$ cat config.mk
export PLATFORM = sky130hd
export DESIGN_NAME = mpf_flow_ctrl
export DESIGN_NICKNAME = d
export VERILOG_FILES = /design/src/hw/mpf_pkg.sv /design/src/hw/mpf_flow_ctrl.sv /design/src/hw/mpf_holdoff.sv /design/src/hw/mpf_pause_rx.sv
export SDC_FILE = /design/constraint.sdc
export NUM_CORES = 1
export LEC_CHECK = 0
export ABC_AREA = 0
export BUFFER_PORTS_ARGS = -buffer_cell sky130_fd_sc_hd__buf_2
export CORE_ASPECT_RATIO = 2
export CORE_MARGIN = 3
export CORE_UTILIZATION = 57
export CTS_BUF_LIST = sky130_fd_sc_hd__clkbuf_4 sky130_fd_sc_hd__clkbuf_8
export CTS_CLUSTER_DIAMETER = 200
export DETAILED_ROUTE_END_ITERATION = 12
export GPL_TIMING_DRIVEN = 1
export PLACE_DENSITY = 0.81
export SKIP_LAST_GASP = 1
export SYNTH_ARGS = -nofsm -noshare
export SYNTH_HDL_FRONTEND = slang
export SYNTH_SLANG_ARGS = --single-unit
$ cat constraint.sdc
create_clock -name sys_clk -period 9.2 [get_ports sys_clk]
set_clock_uncertainty 0.15 [all_clocks]
set_input_delay 1.84 -clock sys_clk [delete_from_list [all_inputs] [get_ports sys_clk]]
set_output_delay 1.84 -clock sys_clk [all_outputs]
set_load 0.03 [all_outputs]
$ cat src/hw/mpf_pkg.sv
// Purpose: Shared constants for the pause flow control block
// Assumes: 25 MHz system clock, AXI4-Lite with 32-bit data
// Notes:   Register indices are word numbers; byte address is index * 4
package mpf_pkg;
	localparam int          CLK_MHZ        = 25;
	// Register indices and byte addresses
	localparam logic [7:0]  IDX_PAUSE_CTRL = 8'h08;
	localparam logic [7:0]  IDX_FC_CFG     = 8'h10;
	localparam logic [7:0]  IDX_FC_STAT    = 8'h11;
	localparam logic [11:0] ADDR_PAUSE_CTRL = {2'h0, IDX_PAUSE_CTRL, 2'h0};
	localparam logic [11:0] ADDR_FC_CFG     = {2'h0, IDX_FC_CFG, 2'h0};
	localparam logic [11:0] ADDR_FC_STAT    = {2'h0, IDX_FC_STAT, 2'h0};
	// Pause control fields
	localparam int          PT_LSB         = 16;
	localparam int          BIT_PASS_CF    = 2;
	localparam int          BIT_DEC_EN     = 1;
	localparam int          BIT_TX_BUSY    = 0;
	localparam logic [31:0] PAUSE_CTRL_RST = 32'h0000_0000;
	// Configuration fields
	localparam int          BIT_FULL_DUP   = 0;
	localparam int          BIT_TX_EN      = 1;
	localparam int          BIT_PROMISC    = 2;
	localparam int          BIT_SEND_PAUSE = 3;
	localparam int          BIT_BP_REQ     = 4;
	localparam int          BIT_SPEED_100  = 5;
	localparam logic [5:0]  FC_CFG_RST     = 6'h00;
	// Bus responses
	localparam logic [1:0]  RESP_OKAY      = 2'h0;
	localparam logic [1:0]  RESP_SLVERR    = 2'h2;
	// Slot time, one pause quantum, in ns per link speed
	localparam int          SLOT_NS_100    = 5120;
	localparam int          SLOT_NS_10     = 51200;
	localparam logic [10:0] SLOT_CYC_100   = 11'(SLOT_NS_100 * CLK_MHZ / 1000);
	localparam logic [10:0] SLOT_CYC_10    = 11'(SLOT_NS_10 * CLK_MHZ / 1000);
	// Pause frame layout
	localparam logic [4:0]  POS_TIME_HI    = 5'h10;
	localparam logic [4:0]  POS_TIME_LO    = 5'h11;
	localparam logic [4:0]  POS_LAST_CHK   = 5'h0F;
	// Transmit flow states
	typedef enum logic [2:0] {
		FC_IDLE = 3'b001,
		FC_SEND = 3'b010,
		FC_BACK = 3'b100
	} mpf_fc_state_t;
endpackage : mpf_pkg

$ cat src/hw/mpf_flow_ctrl.sv
// Purpose: Pause and backpressure flow control with AXI4-Lite registers
// Assumes: Receive bytes and transmit handshakes share sys_clk
// Notes:   Receive data is forwarded one cycle late, status one later
`timescale 1ns/1ps
module mpf_flow_ctrl
	import mpf_pkg::*;
(
	input  wire logic        sys_clk,
	input  wire logic        rst,
	input  wire logic [11:0] s_axi_awaddr,
	input  wire logic        s_axi_awvalid,
	output logic             s_axi_awready,
	input  wire logic [31:0] s_axi_wdata,
	input  wire logic [3:0]  s_axi_wstrb,
	input  wire logic        s_axi_wvalid,
	output logic             s_axi_wready,
	output logic [1:0]       s_axi_bresp,
	output logic             s_axi_bvalid,
	input  wire logic        s_axi_bready,
	input  wire logic [11:0] s_axi_araddr,
	input  wire logic        s_axi_arvalid,
	output logic             s_axi_arready,
	output logic [31:0]      s_axi_rdata,
	output logic [1:0]       s_axi_rresp,
	output logic             s_axi_rvalid,
	input  wire logic        s_axi_rready,
	input  wire logic        rx_valid,
	input  wire logic        rx_sof,
	input  wire logic        rx_eof,
	input  wire logic        rx_err,
	input  wire logic [7:0]  rx_data,
	input  wire logic        rx_addr_match,
	output logic             host_valid,
	output logic             host_sof,
	output logic             host_eof,
	output logic [7:0]       host_data,
	output logic             stat_valid,
	output logic             stat_filter,
	output logic             stat_err,
	output logic             stat_pause,
	output logic             pause_frame_req,
	output logic [15:0]      pause_frame_time,
	input  wire logic        pause_frame_done,
	output logic             backpressure,
	output logic             tx_hold
);
	// Registers
	logic [15:0]   pause_time_value_q;
	logic          pass_control_frames_q;
	logic          pause_decode_enable_q;
	logic [5:0]    cfg_q;
	logic          send_pend_q;
	mpf_fc_state_t fc_q;
	mpf_fc_state_t fc_d;
	logic          aw_have_q;
	logic          w_have_q;
	logic [11:0]   aw_addr_q;
	logic [31:0]   w_data_q;
	logic [3:0]    w_strb_q;
	logic          err_hold_q;
	logic          match_hold_q;
	// Decode and status wires
	logic          full_dup_w;
	logic          tx_en_w;
	logic          wr_fire_w;
	logic          wr_ctrl_w;
	logic          wr_cfg_w;
	logic          send_req_w;
	logic          rd_fire_w;
	logic [31:0]   ctrl_rd_w;
	logic [31:0]   ctrl_wr_w;
	logic [31:0]   rd_mux_w;
	logic          rd_hit_w;
	logic          dec_done_w;
	logic          dec_pause_w;
	logic [15:0]   dec_quanta_w;
	logic          pause_load_w;
	logic [15:0]   hold_cnt_w;
	logic          busy_w;
	logic          bp_want_w;

	// Lane merge for byte-enabled writes
	function automatic logic [31:0] merge(input logic [31:0] old,
		input logic [31:0] nw, input logic [3:0] be);
		logic [31:0] r;
		r = old;
		for (int i = 0; i < 4; i++)
			if (be[i])
				r[i*8 +: 8] = nw[i*8 +: 8];
		merge = r;
	endfunction : merge

	// Configuration views
	assign full_dup_w = cfg_q[BIT_FULL_DUP];
	assign tx_en_w    = cfg_q[BIT_TX_EN];
	assign busy_w     = fc_q != FC_IDLE;
	assign ctrl_rd_w  = {pause_time_value_q, 13'h0000, pass_control_frames_q,
		pause_decode_enable_q, busy_w};
	assign ctrl_wr_w  = merge(ctrl_rd_w, w_data_q, w_strb_q);

	// Write decode
	assign wr_fire_w = aw_have_q && w_have_q && !s_axi_bvalid;
	assign wr_ctrl_w = wr_fire_w && aw_addr_q == ADDR_PAUSE_CTRL;
	assign wr_cfg_w  = wr_fire_w && aw_addr_q == ADDR_FC_CFG;
	assign send_req_w = wr_cfg_w && w_strb_q[0] && w_data_q[BIT_SEND_PAUSE];

	// Read decode
	assign rd_fire_w = s_axi_arvalid && s_axi_arready;
	assign rd_hit_w  = s_axi_araddr == ADDR_PAUSE_CTRL
		|| s_axi_araddr == ADDR_FC_CFG || s_axi_araddr == ADDR_FC_STAT;
	assign rd_mux_w  = (s_axi_araddr == ADDR_PAUSE_CTRL) ? ctrl_rd_w :
		(s_axi_araddr == ADDR_FC_CFG) ? {26'h0000000, cfg_q} :
		(s_axi_araddr == ADDR_FC_STAT) ? {hold_cnt_w, 13'h0000,
			backpressure, tx_hold, busy_w} : 32'h0000_0000;

	// Write address and data taken in either order
	always_ff @(posedge sys_clk or posedge rst)
	begin
		if (rst)
		begin
			aw_have_q     <= 1'b0;
			w_have_q      <= 1'b0;
			aw_addr_q     <= 12'h000;
			w_data_q      <= 32'h0000_0000;
			w_strb_q      <= 4'h0;
			s_axi_awready <= 1'b0;
			s_axi_wready  <= 1'b0;
			s_axi_bvalid  <= 1'b0;
			s_axi_bresp   <= RESP_OKAY;
		end
		else
		begin
			s_axi_awready <= !aw_have_q && !s_axi_awready && s_axi_awvalid;
			s_axi_wready  <= !w_have_q && !s_axi_wready && s_axi_wvalid;
			if (s_axi_awvalid && s_axi_awready)
			begin
				aw_have_q <= 1'b1;
				aw_addr_q <= {s_axi_awaddr[11:2], 2'h0};
			end
			if (s_axi_wvalid && s_axi_wready)
			begin
				w_have_q <= 1'b1;
				w_data_q <= s_axi_wdata;
				w_strb_q <= s_axi_wstrb;
			end
			if (wr_fire_w)
			begin
				aw_have_q    <= 1'b0;
				w_have_q     <= 1'b0;
				s_axi_bvalid <= 1'b1;
				s_axi_bresp  <= (wr_ctrl_w || wr_cfg_w
					|| aw_addr_q == ADDR_FC_STAT) ? RESP_OKAY : RESP_SLVERR;
			end
			else if (s_axi_bready)
				s_axi_bvalid <= 1'b0;
		end
	end

	// Read channel, one read at a time
	always_ff @(posedge sys_clk or posedge rst)
	begin
		if (rst)
		begin
			s_axi_arready <= 1'b0;
			s_axi_rvalid  <= 1'b0;
			s_axi_rdata   <= 32'h0000_0000;
			s_axi_rresp   <= RESP_OKAY;
		end
		else
		begin
			s_axi_arready <= !s_axi_arready && !s_axi_rvalid && s_axi_arvalid;
			if (rd_fire_w)
			begin
				s_axi_rvalid <= 1'b1;
				s_axi_rdata  <= rd_mux_w;
				s_axi_rresp  <= rd_hit_w ? RESP_OKAY : RESP_SLVERR;
			end
			else if (s_axi_rready)
				s_axi_rvalid <= 1'b0;
		end
	end

	// Software registers; the busy position is read-only
	always_ff @(posedge sys_clk or posedge rst)
	begin
		if (rst)
		begin
			pause_time_value_q    <= PAUSE_CTRL_RST[31:16];
			pass_control_frames_q <= PAUSE_CTRL_RST[BIT_PASS_CF];
			pause_decode_enable_q <= PAUSE_CTRL_RST[BIT_DEC_EN];
			cfg_q                 <= FC_CFG_RST;
		end
		else
		begin
			if (wr_ctrl_w)
			begin
				{pause_time_value_q, pass_control_frames_q,
					pause_decode_enable_q} <= {ctrl_wr_w[31:PT_LSB],
					ctrl_wr_w[BIT_PASS_CF], ctrl_wr_w[BIT_DEC_EN]};
			end
			if (wr_cfg_w && w_strb_q[0])
				cfg_q <= w_data_q[5:0] & ~(6'h01 << BIT_SEND_PAUSE);
		end
	end

	// Pause frame request pending; a new request wins over the take
	always_ff @(posedge sys_clk or posedge rst)
	begin
		if (rst)
			send_pend_q <= 1'b0;
		else if (send_req_w)
			send_pend_q <= 1'b1;
		else if (fc_q == FC_IDLE || !tx_en_w || !full_dup_w)
			send_pend_q <= 1'b0;
	end

	// Backpressure wanted only in half duplex with transmitter on
	assign bp_want_w = !full_dup_w && pause_decode_enable_q
		&& cfg_q[BIT_BP_REQ] && tx_en_w;

	// Transmit flow state machine
	always_comb
	begin
		fc_d = fc_q;
		case (fc_q)
			FC_IDLE:
				if (send_pend_q && full_dup_w && tx_en_w)
					fc_d = FC_SEND;
				else if (bp_want_w)
					fc_d = FC_BACK;
			FC_SEND:
				if (pause_frame_done || !tx_en_w)
					fc_d = FC_IDLE;
			FC_BACK:
				if (!bp_want_w)
					fc_d = FC_IDLE;
			default:
				fc_d = FC_IDLE;
		endcase
	end

	// State and transmit side outputs
	always_ff @(posedge sys_clk or posedge rst)
	begin
		if (rst)
		begin
			fc_q             <= FC_IDLE;
			pause_frame_req  <= 1'b0;
			pause_frame_time <= 16'h0000;
			backpressure     <= 1'b0;
		end
		else
		begin
			fc_q             <= fc_d;
			pause_frame_req  <= fc_d == FC_SEND;
			pause_frame_time <= pause_time_value_q;
			backpressure     <= fc_d == FC_BACK;
		end
	end

	// Pause frame recogniser
	mpf_pause_rx u_rx (
		.sys_clk  (sys_clk),
		.rst      (rst),
		.dec_en   (pause_decode_enable_q),
		.rx_valid (rx_valid),
		.rx_sof   (rx_sof),
		.rx_eof   (rx_eof),
		.rx_err   (rx_err),
		.rx_data  (rx_data),
		.done     (dec_done_w),
		.is_pause (dec_pause_w),
		.quanta   (dec_quanta_w)
	);

	// Act on pause only in full duplex with decode enabled
	assign pause_load_w = dec_done_w && dec_pause_w && full_dup_w
		&& pause_decode_enable_q;

	// Hold-off counter
	mpf_holdoff u_hold (
		.sys_clk   (sys_clk),
		.rst       (rst),
		.speed_100 (cfg_q[BIT_SPEED_100]),
		.load      (pause_load_w),
		.quanta    (dec_quanta_w),
		.count     (hold_cnt_w)
	);

	// Every frame is forwarded to the host
	always_ff @(posedge sys_clk or posedge rst)
	begin
		if (rst)
		begin
			host_valid   <= 1'b0;
			host_sof     <= 1'b0;
			host_eof     <= 1'b0;
			host_data    <= 8'h00;
			err_hold_q   <= 1'b0;
			match_hold_q <= 1'b0;
		end
		else
		begin
			host_valid   <= rx_valid;
			host_sof     <= rx_valid && rx_sof;
			host_eof     <= rx_valid && rx_eof;
			host_data    <= rx_data;
			err_hold_q   <= rx_err;
			match_hold_q <= rx_addr_match;
		end
	end

	// Receive status and hold-off output
	always_ff @(posedge sys_clk or posedge rst)
	begin
		if (rst)
		begin
			stat_valid  <= 1'b0;
			stat_filter <= 1'b0;
			stat_err    <= 1'b0;
			stat_pause  <= 1'b0;
			tx_hold     <= 1'b0;
		end
		else
		begin
			stat_valid <= dec_done_w;
			stat_err   <= err_hold_q;
			stat_pause <= dec_pause_w;
			if (cfg_q[BIT_PROMISC])
				stat_filter <= 1'b1;
			else if (dec_pause_w)
				stat_filter <= pass_control_frames_q;
			else
				stat_filter <= match_hold_q;
			tx_hold <= pause_load_w ? (dec_quanta_w != 16'h0000)
				: (hold_cnt_w != 16'h0000);
		end
	end
endmodule : mpf_flow_ctrl

$ cat src/hw/mpf_holdoff.sv
// Purpose: Transmit hold-off counter in pause quanta
// Assumes: load is a one-cycle pulse with the decoded pause time
// Notes:   Slot divider restarts on load so each quantum is whole
`timescale 1ns/1ps
module mpf_holdoff
	import mpf_pkg::*;
(
	input  wire logic        sys_clk,
	input  wire logic        rst,
	input  wire logic        speed_100,
	input  wire logic        load,
	input  wire logic [15:0] quanta,
	output logic [15:0]      count
);
	logic [10:0] div_q;
	logic        tick_w;

	// One slot time per tick
	assign tick_w = div_q == ((speed_100 ? SLOT_CYC_100 : SLOT_CYC_10) - 11'h001);

	// Reload on a new pause, count down per slot
	always_ff @(posedge sys_clk or posedge rst)
	begin
		if (rst)
		begin
			div_q <= 11'h000;
			count <= 16'h0000;
		end
		else if (load)
		begin
			div_q <= 11'h000;
			count <= quanta;
		end
		else
		begin
			div_q <= tick_w ? 11'h000 : div_q + 11'h001;
			if (tick_w && count != 16'h0000)
				count <= count - 16'h0001;
		end
	end
endmodule : mpf_holdoff

$ cat src/hw/mpf_pause_rx.sv
// Purpose: Recognise a valid pause frame in the receive byte stream
// Assumes: Bytes arrive on the system clock with start and end marks
// Notes:   Result is a one-cycle pulse the cycle after the last byte
`timescale 1ns/1ps
module mpf_pause_rx
	import mpf_pkg::*;
(
	input  wire logic        sys_clk,
	input  wire logic        rst,
	input  wire logic        dec_en,
	input  wire logic        rx_valid,
	input  wire logic        rx_sof,
	input  wire logic        rx_eof,
	input  wire logic        rx_err,
	input  wire logic [7:0]  rx_data,
	output logic             done,
	output logic             is_pause,
	output logic [15:0]      quanta
);
	logic [4:0]  pos_q;
	logic        match_q;
	logic [15:0] time_q;
	logic [4:0]  pos_w;
	logic        byte_ok_w;
	logic        match_w;

	// Expected byte of the control address, type and opcode
	function automatic logic [7:0] exp_byte(input logic [4:0] p);
		case (p)
			5'h00:   exp_byte = 8'h01;
			5'h01:   exp_byte = 8'h80;
			5'h02:   exp_byte = 8'hC2;
			5'h05:   exp_byte = 8'h01;
			5'h0C:   exp_byte = 8'h88;
			5'h0D:   exp_byte = 8'h08;
			5'h0F:   exp_byte = 8'h01;
			default: exp_byte = 8'h00;
		endcase
	endfunction : exp_byte

	// Byte position and per-byte compare
	assign pos_w     = rx_sof ? 5'h00 : pos_q;
	assign byte_ok_w = (pos_w > POS_LAST_CHK) || (pos_w > 5'h05 && pos_w < 5'h0C)
		|| (rx_data == exp_byte(pos_w));
	assign match_w   = (rx_sof ? 1'b1 : match_q) && byte_ok_w;

	// Walk the frame
	always_ff @(posedge sys_clk or posedge rst)
	begin
		if (rst)
		begin
			pos_q    <= 5'h00;
			match_q  <= 1'b0;
			time_q   <= 16'h0000;
			done     <= 1'b0;
			is_pause <= 1'b0;
			quanta   <= 16'h0000;
		end
		else
		begin
			done <= rx_valid && rx_eof;
			if (rx_valid)
			begin
				pos_q   <= (pos_w == 5'h1F) ? pos_w : pos_w + 5'h01;
				match_q <= match_w;
				if (pos_w == POS_TIME_HI)
					time_q[15:8] <= rx_data;
				if (pos_w == POS_TIME_LO)
					time_q[7:0] <= rx_data;
				if (rx_eof)
				begin
					is_pause <= dec_en && match_w && !rx_err && pos_w > POS_TIME_LO;
					quanta   <= time_q;
				end
			end
		end
	end
endmodule : mpf_pause_rx

# Yosys cells after proc, flatten, opt, wreduce, memory -nomap -nowiden
# Cells that the tools add are included.
# Widths: inputs -> output; s select.
word_totals:
  latch_bits: 0
  memories: 0
  inputBits: 81
  reg_bits: 218
  wordCells: 171
  out_inout_bits: 75
  ram_bits: 0
  rom_bits: 0
classes:
  order_cmp: 4
  n_addsub: 4
  div: 0
  shifts: 0
  bitwise_logic: 0
  muxes: 32
  reduce_logical: 66
  eq_ne: 23
  multipliers: 0
op_table:
  columns: ["operator", "count"]
  rows:
  - ["$mux 32", 3]
  - ["$pmux 8 s5", 1]
  - ["$mux 11", 3]
  - ["$mux 16", 2]
  - ["$reduce_bool 16->1", 2]
  - ["$logic_and 1x1->1", 31]
  - ["$eq 12x7->1 const B", 2]
  - ["$eq 10x5->1 const B", 2]
  - ["$sub 16x1->16 const B", 1]
  - ["$eq 5x4->1 const B", 3]
  - ["$eq 5x5->1 const B", 3]
  - ["$mux 1", 14]
  - ["$eq 12x6->1 const B", 1]
  - ["$mux 3", 4]
  - ["$reduce_and 2->1", 6]
  - ["$reduce_bool 2->1", 6]
  - ["$add 11x1->11 const B", 1]
  - ["$eq 11x11->1", 1]
  - ["$sub 11x1->11 const B", 1]
  - ["$eq 10x4->1 const B", 1]
  - ["$logic_not 1->1", 10]
  - ["$mux 5", 2]
  - ["$logic_or 1x1->1", 9]
  - ["$pmux 3 s3", 1]
  - ["16 further kinds", 19]

# Longest topological paths before layout
logic_depth:
  depth_word: 10
  ltp_mapped: 9
  depth_no_buf: 8

# Cells and area by module
# Synthesis repeated with hierarchy kept, for this count alone.
unflattened:
  hier_cells: 670
  hier_area_um2: 8339.2
by_module_without_submodules:
  columns: ["mod", "cells_each", "n_inst", "seq_area_each_um2", "area_each_um2"]
  rows:
  - ["mpf_flow_ctrl", 354, 1, 3204.3, 4903.5]
  - ["mpf_pause_rx", 150, 1, 1001.0, 1864.3]
  - ["mpf_holdoff", 166, 1, 675.6, 1571.5]

# Worst setup path after synthesis
# OpenSTA, ideal clock, no wires.
synth_path:
  path_kind: "input-to-reg"
  startpoint: "input port rx_sof"
  endpoint: "register u_rx.match_q"
  setup_ns: 0.068
  cell_stages: 9
  arrival_time_ns: 3.691
  slack_ns: 5.292
  cell_sequence: "clkbuf_1 -> nand2b_1 -> inv_1 -> ha_1 -> mux2_2 -> a211oi_1 -> nor3_1 -> a2111oi_0 -> a32o_1"
synth_via:
  elab_chain_cells: 7
  elab_cells_between_ends: 19
synth_rtl:
  columns: ["element", "line", "source"]
  rows:
  - ["start: declaration", "mpf_flow_ctrl.sv:28", "input wire logic rx_sof,"]
  - ["$mux 5", "mpf_pause_rx.sv:42", "assign pos_w = rx_sof ? 5'h00 : pos_q;"]
  - ["$eq 5x3->1, or another cell as far along", "mpf_pause_rx.sv:29", "case (p)"]
  - ["$reduce_or 3->1 (no source line)", null, null]
  - ["$pmux 8 s5", "mpf_pause_rx.sv:29", null]
  - ["$eq 8x8->1", "mpf_pause_rx.sv:44", "|| (rx_data == exp_byte(pos_w));"]
  - ["$logic_or 1x1->1", "mpf_pause_rx.sv:44", null]
  - ["$logic_and 1x1->1 (*)", "mpf_pause_rx.sv:45", "assign match_w = (rx_sof ? 1'b1 : match_q) && byte_ok_w;"]
  - ["end signal: assignment", "mpf_pause_rx.sv:65", "match_q <= match_w;"]
  - ["end: declaration", "mpf_pause_rx.sv:21", "logic match_q;"]
# Mark *: on every way between the ends. The rest lies on a longest branch, timed or not.
# A chain may end at the register's enable or synchronous reset.

# Final worst setup path
# Same ends and word-level chain as after synthesis.

==> results.py <==
metrics = {
    "sta": {
        "max_freq_mhz": 268,
        "finalHoldViolCount": 0,
        "max-slew-margin-rel_pct": 23.7,
        "fin_crit_ns": 3.73,
        "setup_viol": 0,
        "rsz0062_at_grt": "false",
        "tightest_slew_ns": 1.14,
        "finalCritPeriodShare_pct": 40.5,
        "maxSlewViolCount": 0,
        "setup_slack_ns": 5.47,
        "hold_slack_ns": 0.226,
        "fin_setup_tns_ns": 0,
    },
    "synth": {
        "yosysSeqAreaShare_pct": 60.2,
        "synth_mux_area_share_pct": 13.2,
        "synth-simple-area-share_pct": 11.9,
        "avgSynthCellArea_um2": 12.2,
        "synth_compound_area_share_pct": 9.69,
        "synth_xor_area_share_pct": 1.30,
        "synth_top_family_by_area": "multiplexers",
        "synthCells": 662,
        "syn_area_um2": 8070,
        "dominantRegCellSynth": "dfrtp_1",
        "synth_edf_count": 0,
        "ys_ff_latch": 194,
        "yosysUniqueCellTypes": 60,
        "synth_warnings": 0,
        "synthAdderAreaFrac_pct": 0.776,
        "synthArstFlopShare_pct": 100,
    },
    "clock_network": {
        "cts_tree": "done",
        "htree_levels": 4,
        "cts_resized": 0,
        "hold_buffers": 0,
        "cts.sinks": 194,
        "cts_buffers": 17,
        "clockRootBuffer": "clkbuf_8",
        "clock_latency_ns": 0.46,
        "cts_buffer_depth": 2,
        "path_clk_slew_ns": 0.10,
        "cts_setup_buffers": 0,
    },
    "die": {
        "start_util_pct": 59.0,
        "core_um2": 13700,
        "pin_count": 156,
        "die_x_um": 90.1,
        "rows": 60,
        "dieArea_um2": 15700,
        "fp.dieH_um": 174,
    },
    "power": {
        "total_power_mw": 1.79,
        "leakage_nw": 4.56,
        "powerDensity_nw_per_um2": 194,
        "ir_worst_vdd_uv": 165,
    },
    "drt": {
        "ant_nets": 0,
        "drc_errors": 0,
        "first_iter_violations": 346,
        "viasPerCell": 5.78,
        "drt_wl_total_um": 17900,
        "via_count": 5707,
        "dr.pass1.iters": 5,
        "wl_per_cell_um": 18.1,
    },
    "place": {
        "dp.cells": 956,
        "io_buffers": 129,
        "place_area_um2": 8830,
        "place_ws_ns": 5.07,
        "dp_hpwl_um": 13100,
        "globalplace.congestion": 0.927,
    },
    "grt": {
        "grt.overflow.total": 0,
        "grt_max_degree": 112,
        "grt_pass1_vias": 5984,
        "grt_pass1_wl_um": 29300,
        "antenna_found_initial": 0,
        "track_usage_pct": 23.5,
    },
    "worst_setup_path": {
        "worstPathMaxFanout": 12,
        "required_ns": 9.45,
        "startpoint_type": "input port",
        "critical_path_class": "in -> reg",
        "cp-end-kind": "flip-flop",
        "arrival_ns": 3.98,
    },
    "worst_hold_path": {
        "hp-class": "reg -> reg",
    },
    "run": {
        "cap_violations": 0,
    },
    "final_layout": {
        "multi_input_area_um2": 3020,
        "fin_cells": 988,
        "final_cell_mix": "dfrtp_1, buf_2, mux2_2",
        "nets": 875,
        "layout_commonest_cell": "dfrtp_1",
        "insertedDiodeCount": 0,
        "final_util_pct": 67.4,
        "n_fill_cell": 1062,
        "final_area_um2": 9220,
        "seq_area_um2": 4860,
        "final_layout_size_suffix_gt1_share_pct": 32.9,
        "layout-area-overhead-vs-synth_pct": 14.2,
    },
    "status": {
        "status": "complete, no violations",
    },
}
final timing paths:
kind                       depth (start not counted)            start               end  slack, ns
max                                                9           rx_sof      u_rx.match_q       5.47
min                                                0       err_hold_q          stat_err       0.23
max reg2reg                                        7  u_hold.count[0]  u_hold.count[14]       6.57
min reg2reg                                        0       err_hold_q          stat_err       0.23
max in group asynchronous                          3              rst      w_data_q[29]       6.01
min in group asynchronous                          2              rst   u_hold.div_q[2]       1.36
Yosys cell counts, drive strengths merged (2+ instances only):
| library cell | number | share of area (%) |
|---|---|---|
| nor3b | 7 | 0.65 |
| o22ai | 7 | 0.54 |
| a211oi | 5 | 0.47 |
| and2 | 2 | 0.16 |
| nor2b | 7 | 0.54 |
| nand4b | 2 | 0.22 |
| a31oi | 3 | 0.23 |
| dfrtp | 193 | 60 |
| o21ai | 44 | 2.7 |
| xor2 | 7 | 0.76 |
| a22oi | 24 | 2.2 |
| nand2b | 9 | 0.70 |
| buf | 19 | 1.6 |
| and4b | 2 | 0.25 |
| nor2 | 36 | 1.7 |
| nand3 | 12 | 0.74 |
| or2 | 2 | 0.16 |
| nor4 | 12 | 1.0 |
| inv | 11 | 0.51 |
| ha | 5 | 0.78 |
| a2111oi | 2 | 0.22 |
| mux2 | 91 | 13 |
| o2bb2ai | 4 | 0.43 |
| a41oi | 3 | 0.33 |
| xnor2 | 5 | 0.54 |
| and4 | 4 | 0.43 |
| or3b | 2 | 0.22 |
| o211ai | 3 | 0.28 |
| and3 | 3 | 0.23 |
| a32o | 2 | 0.25 |
| nor3 | 13 | 0.87 |
| mux2i | 2 | 0.25 |
| a21oi | 20 | 1.2 |
| nand2 | 60 | 2.9 |
| clkbuf | 18 | 0.84 |
| or4 | 3 | 0.28 |
| nand4 | 4 | 0.31 |
worst max-delay path, stage by stage:
cell	delay (ns)
buf_2	0.21
nand2b_1	0.16
inv_1	0.07
ha_1	0.28
mux2_2	0.29
a211oi_1	0.32
nor3_1	0.07
a2111oi_0	0.50
a32o_1	0.24
metal layers:
metal,GRT usage [%],wire (um),vias to the layer above
met5,0,0,-
met3,4.16,771,53
li1,-,-,2610
met4,11.0,634,0
met2,43.6,9790,206
met1,25.6,6700,2838
report_power, final:
part | total [mW] | switching [mW] | internal (mW)
sequential | 1.02 | 0.0675 | 0.955
clock | 0.523 | 0.319 | 0.204
combinational | 0.245 | 0.131 | 0.115
area by class of cell:
cell class / instances / share of cell area, %
clock buffer: 18 / 2.62
clock inverter: 14 / 1.55
inverter: 11 / 0.530
multi-input combinational: 432 / 32.7
sequential: 194 / 52.7
tap: 186 / 2.53
timing repair buffer: 133 / 7.33
registers in the layout, indices dropped and copies added, names as in the netlist, 3 cells and up:
| name | cells |
|---|---|
| w_data_q | 22 |
| s_axi_rdata | 21 |
| pause_frame_time | 16 |
| pause_time_value_q | 16 |
| u_hold.count | 16 |
| u_rx.quanta | 16 |
| u_rx.time_q | 16 |
| u_hold.div_q | 11 |
| aw_addr_q | 10 |
| host_data | 8 |
| cfg_q | 5 |
| u_rx.pos_q | 5 |
| fc_q | 3 |
| w_strb_q | 3 |
cells by family (layout without fill, tap and decap cells):
group,after synthesis,in the layout
buf+inv,48,176
fa+ha+maj,5,5
xor+xnor,12,12
compound gates,124,124
other cells,1,13
flops,194,194
simple gates,185,185
mux,93,93
(Power assumes the default switching activity.)
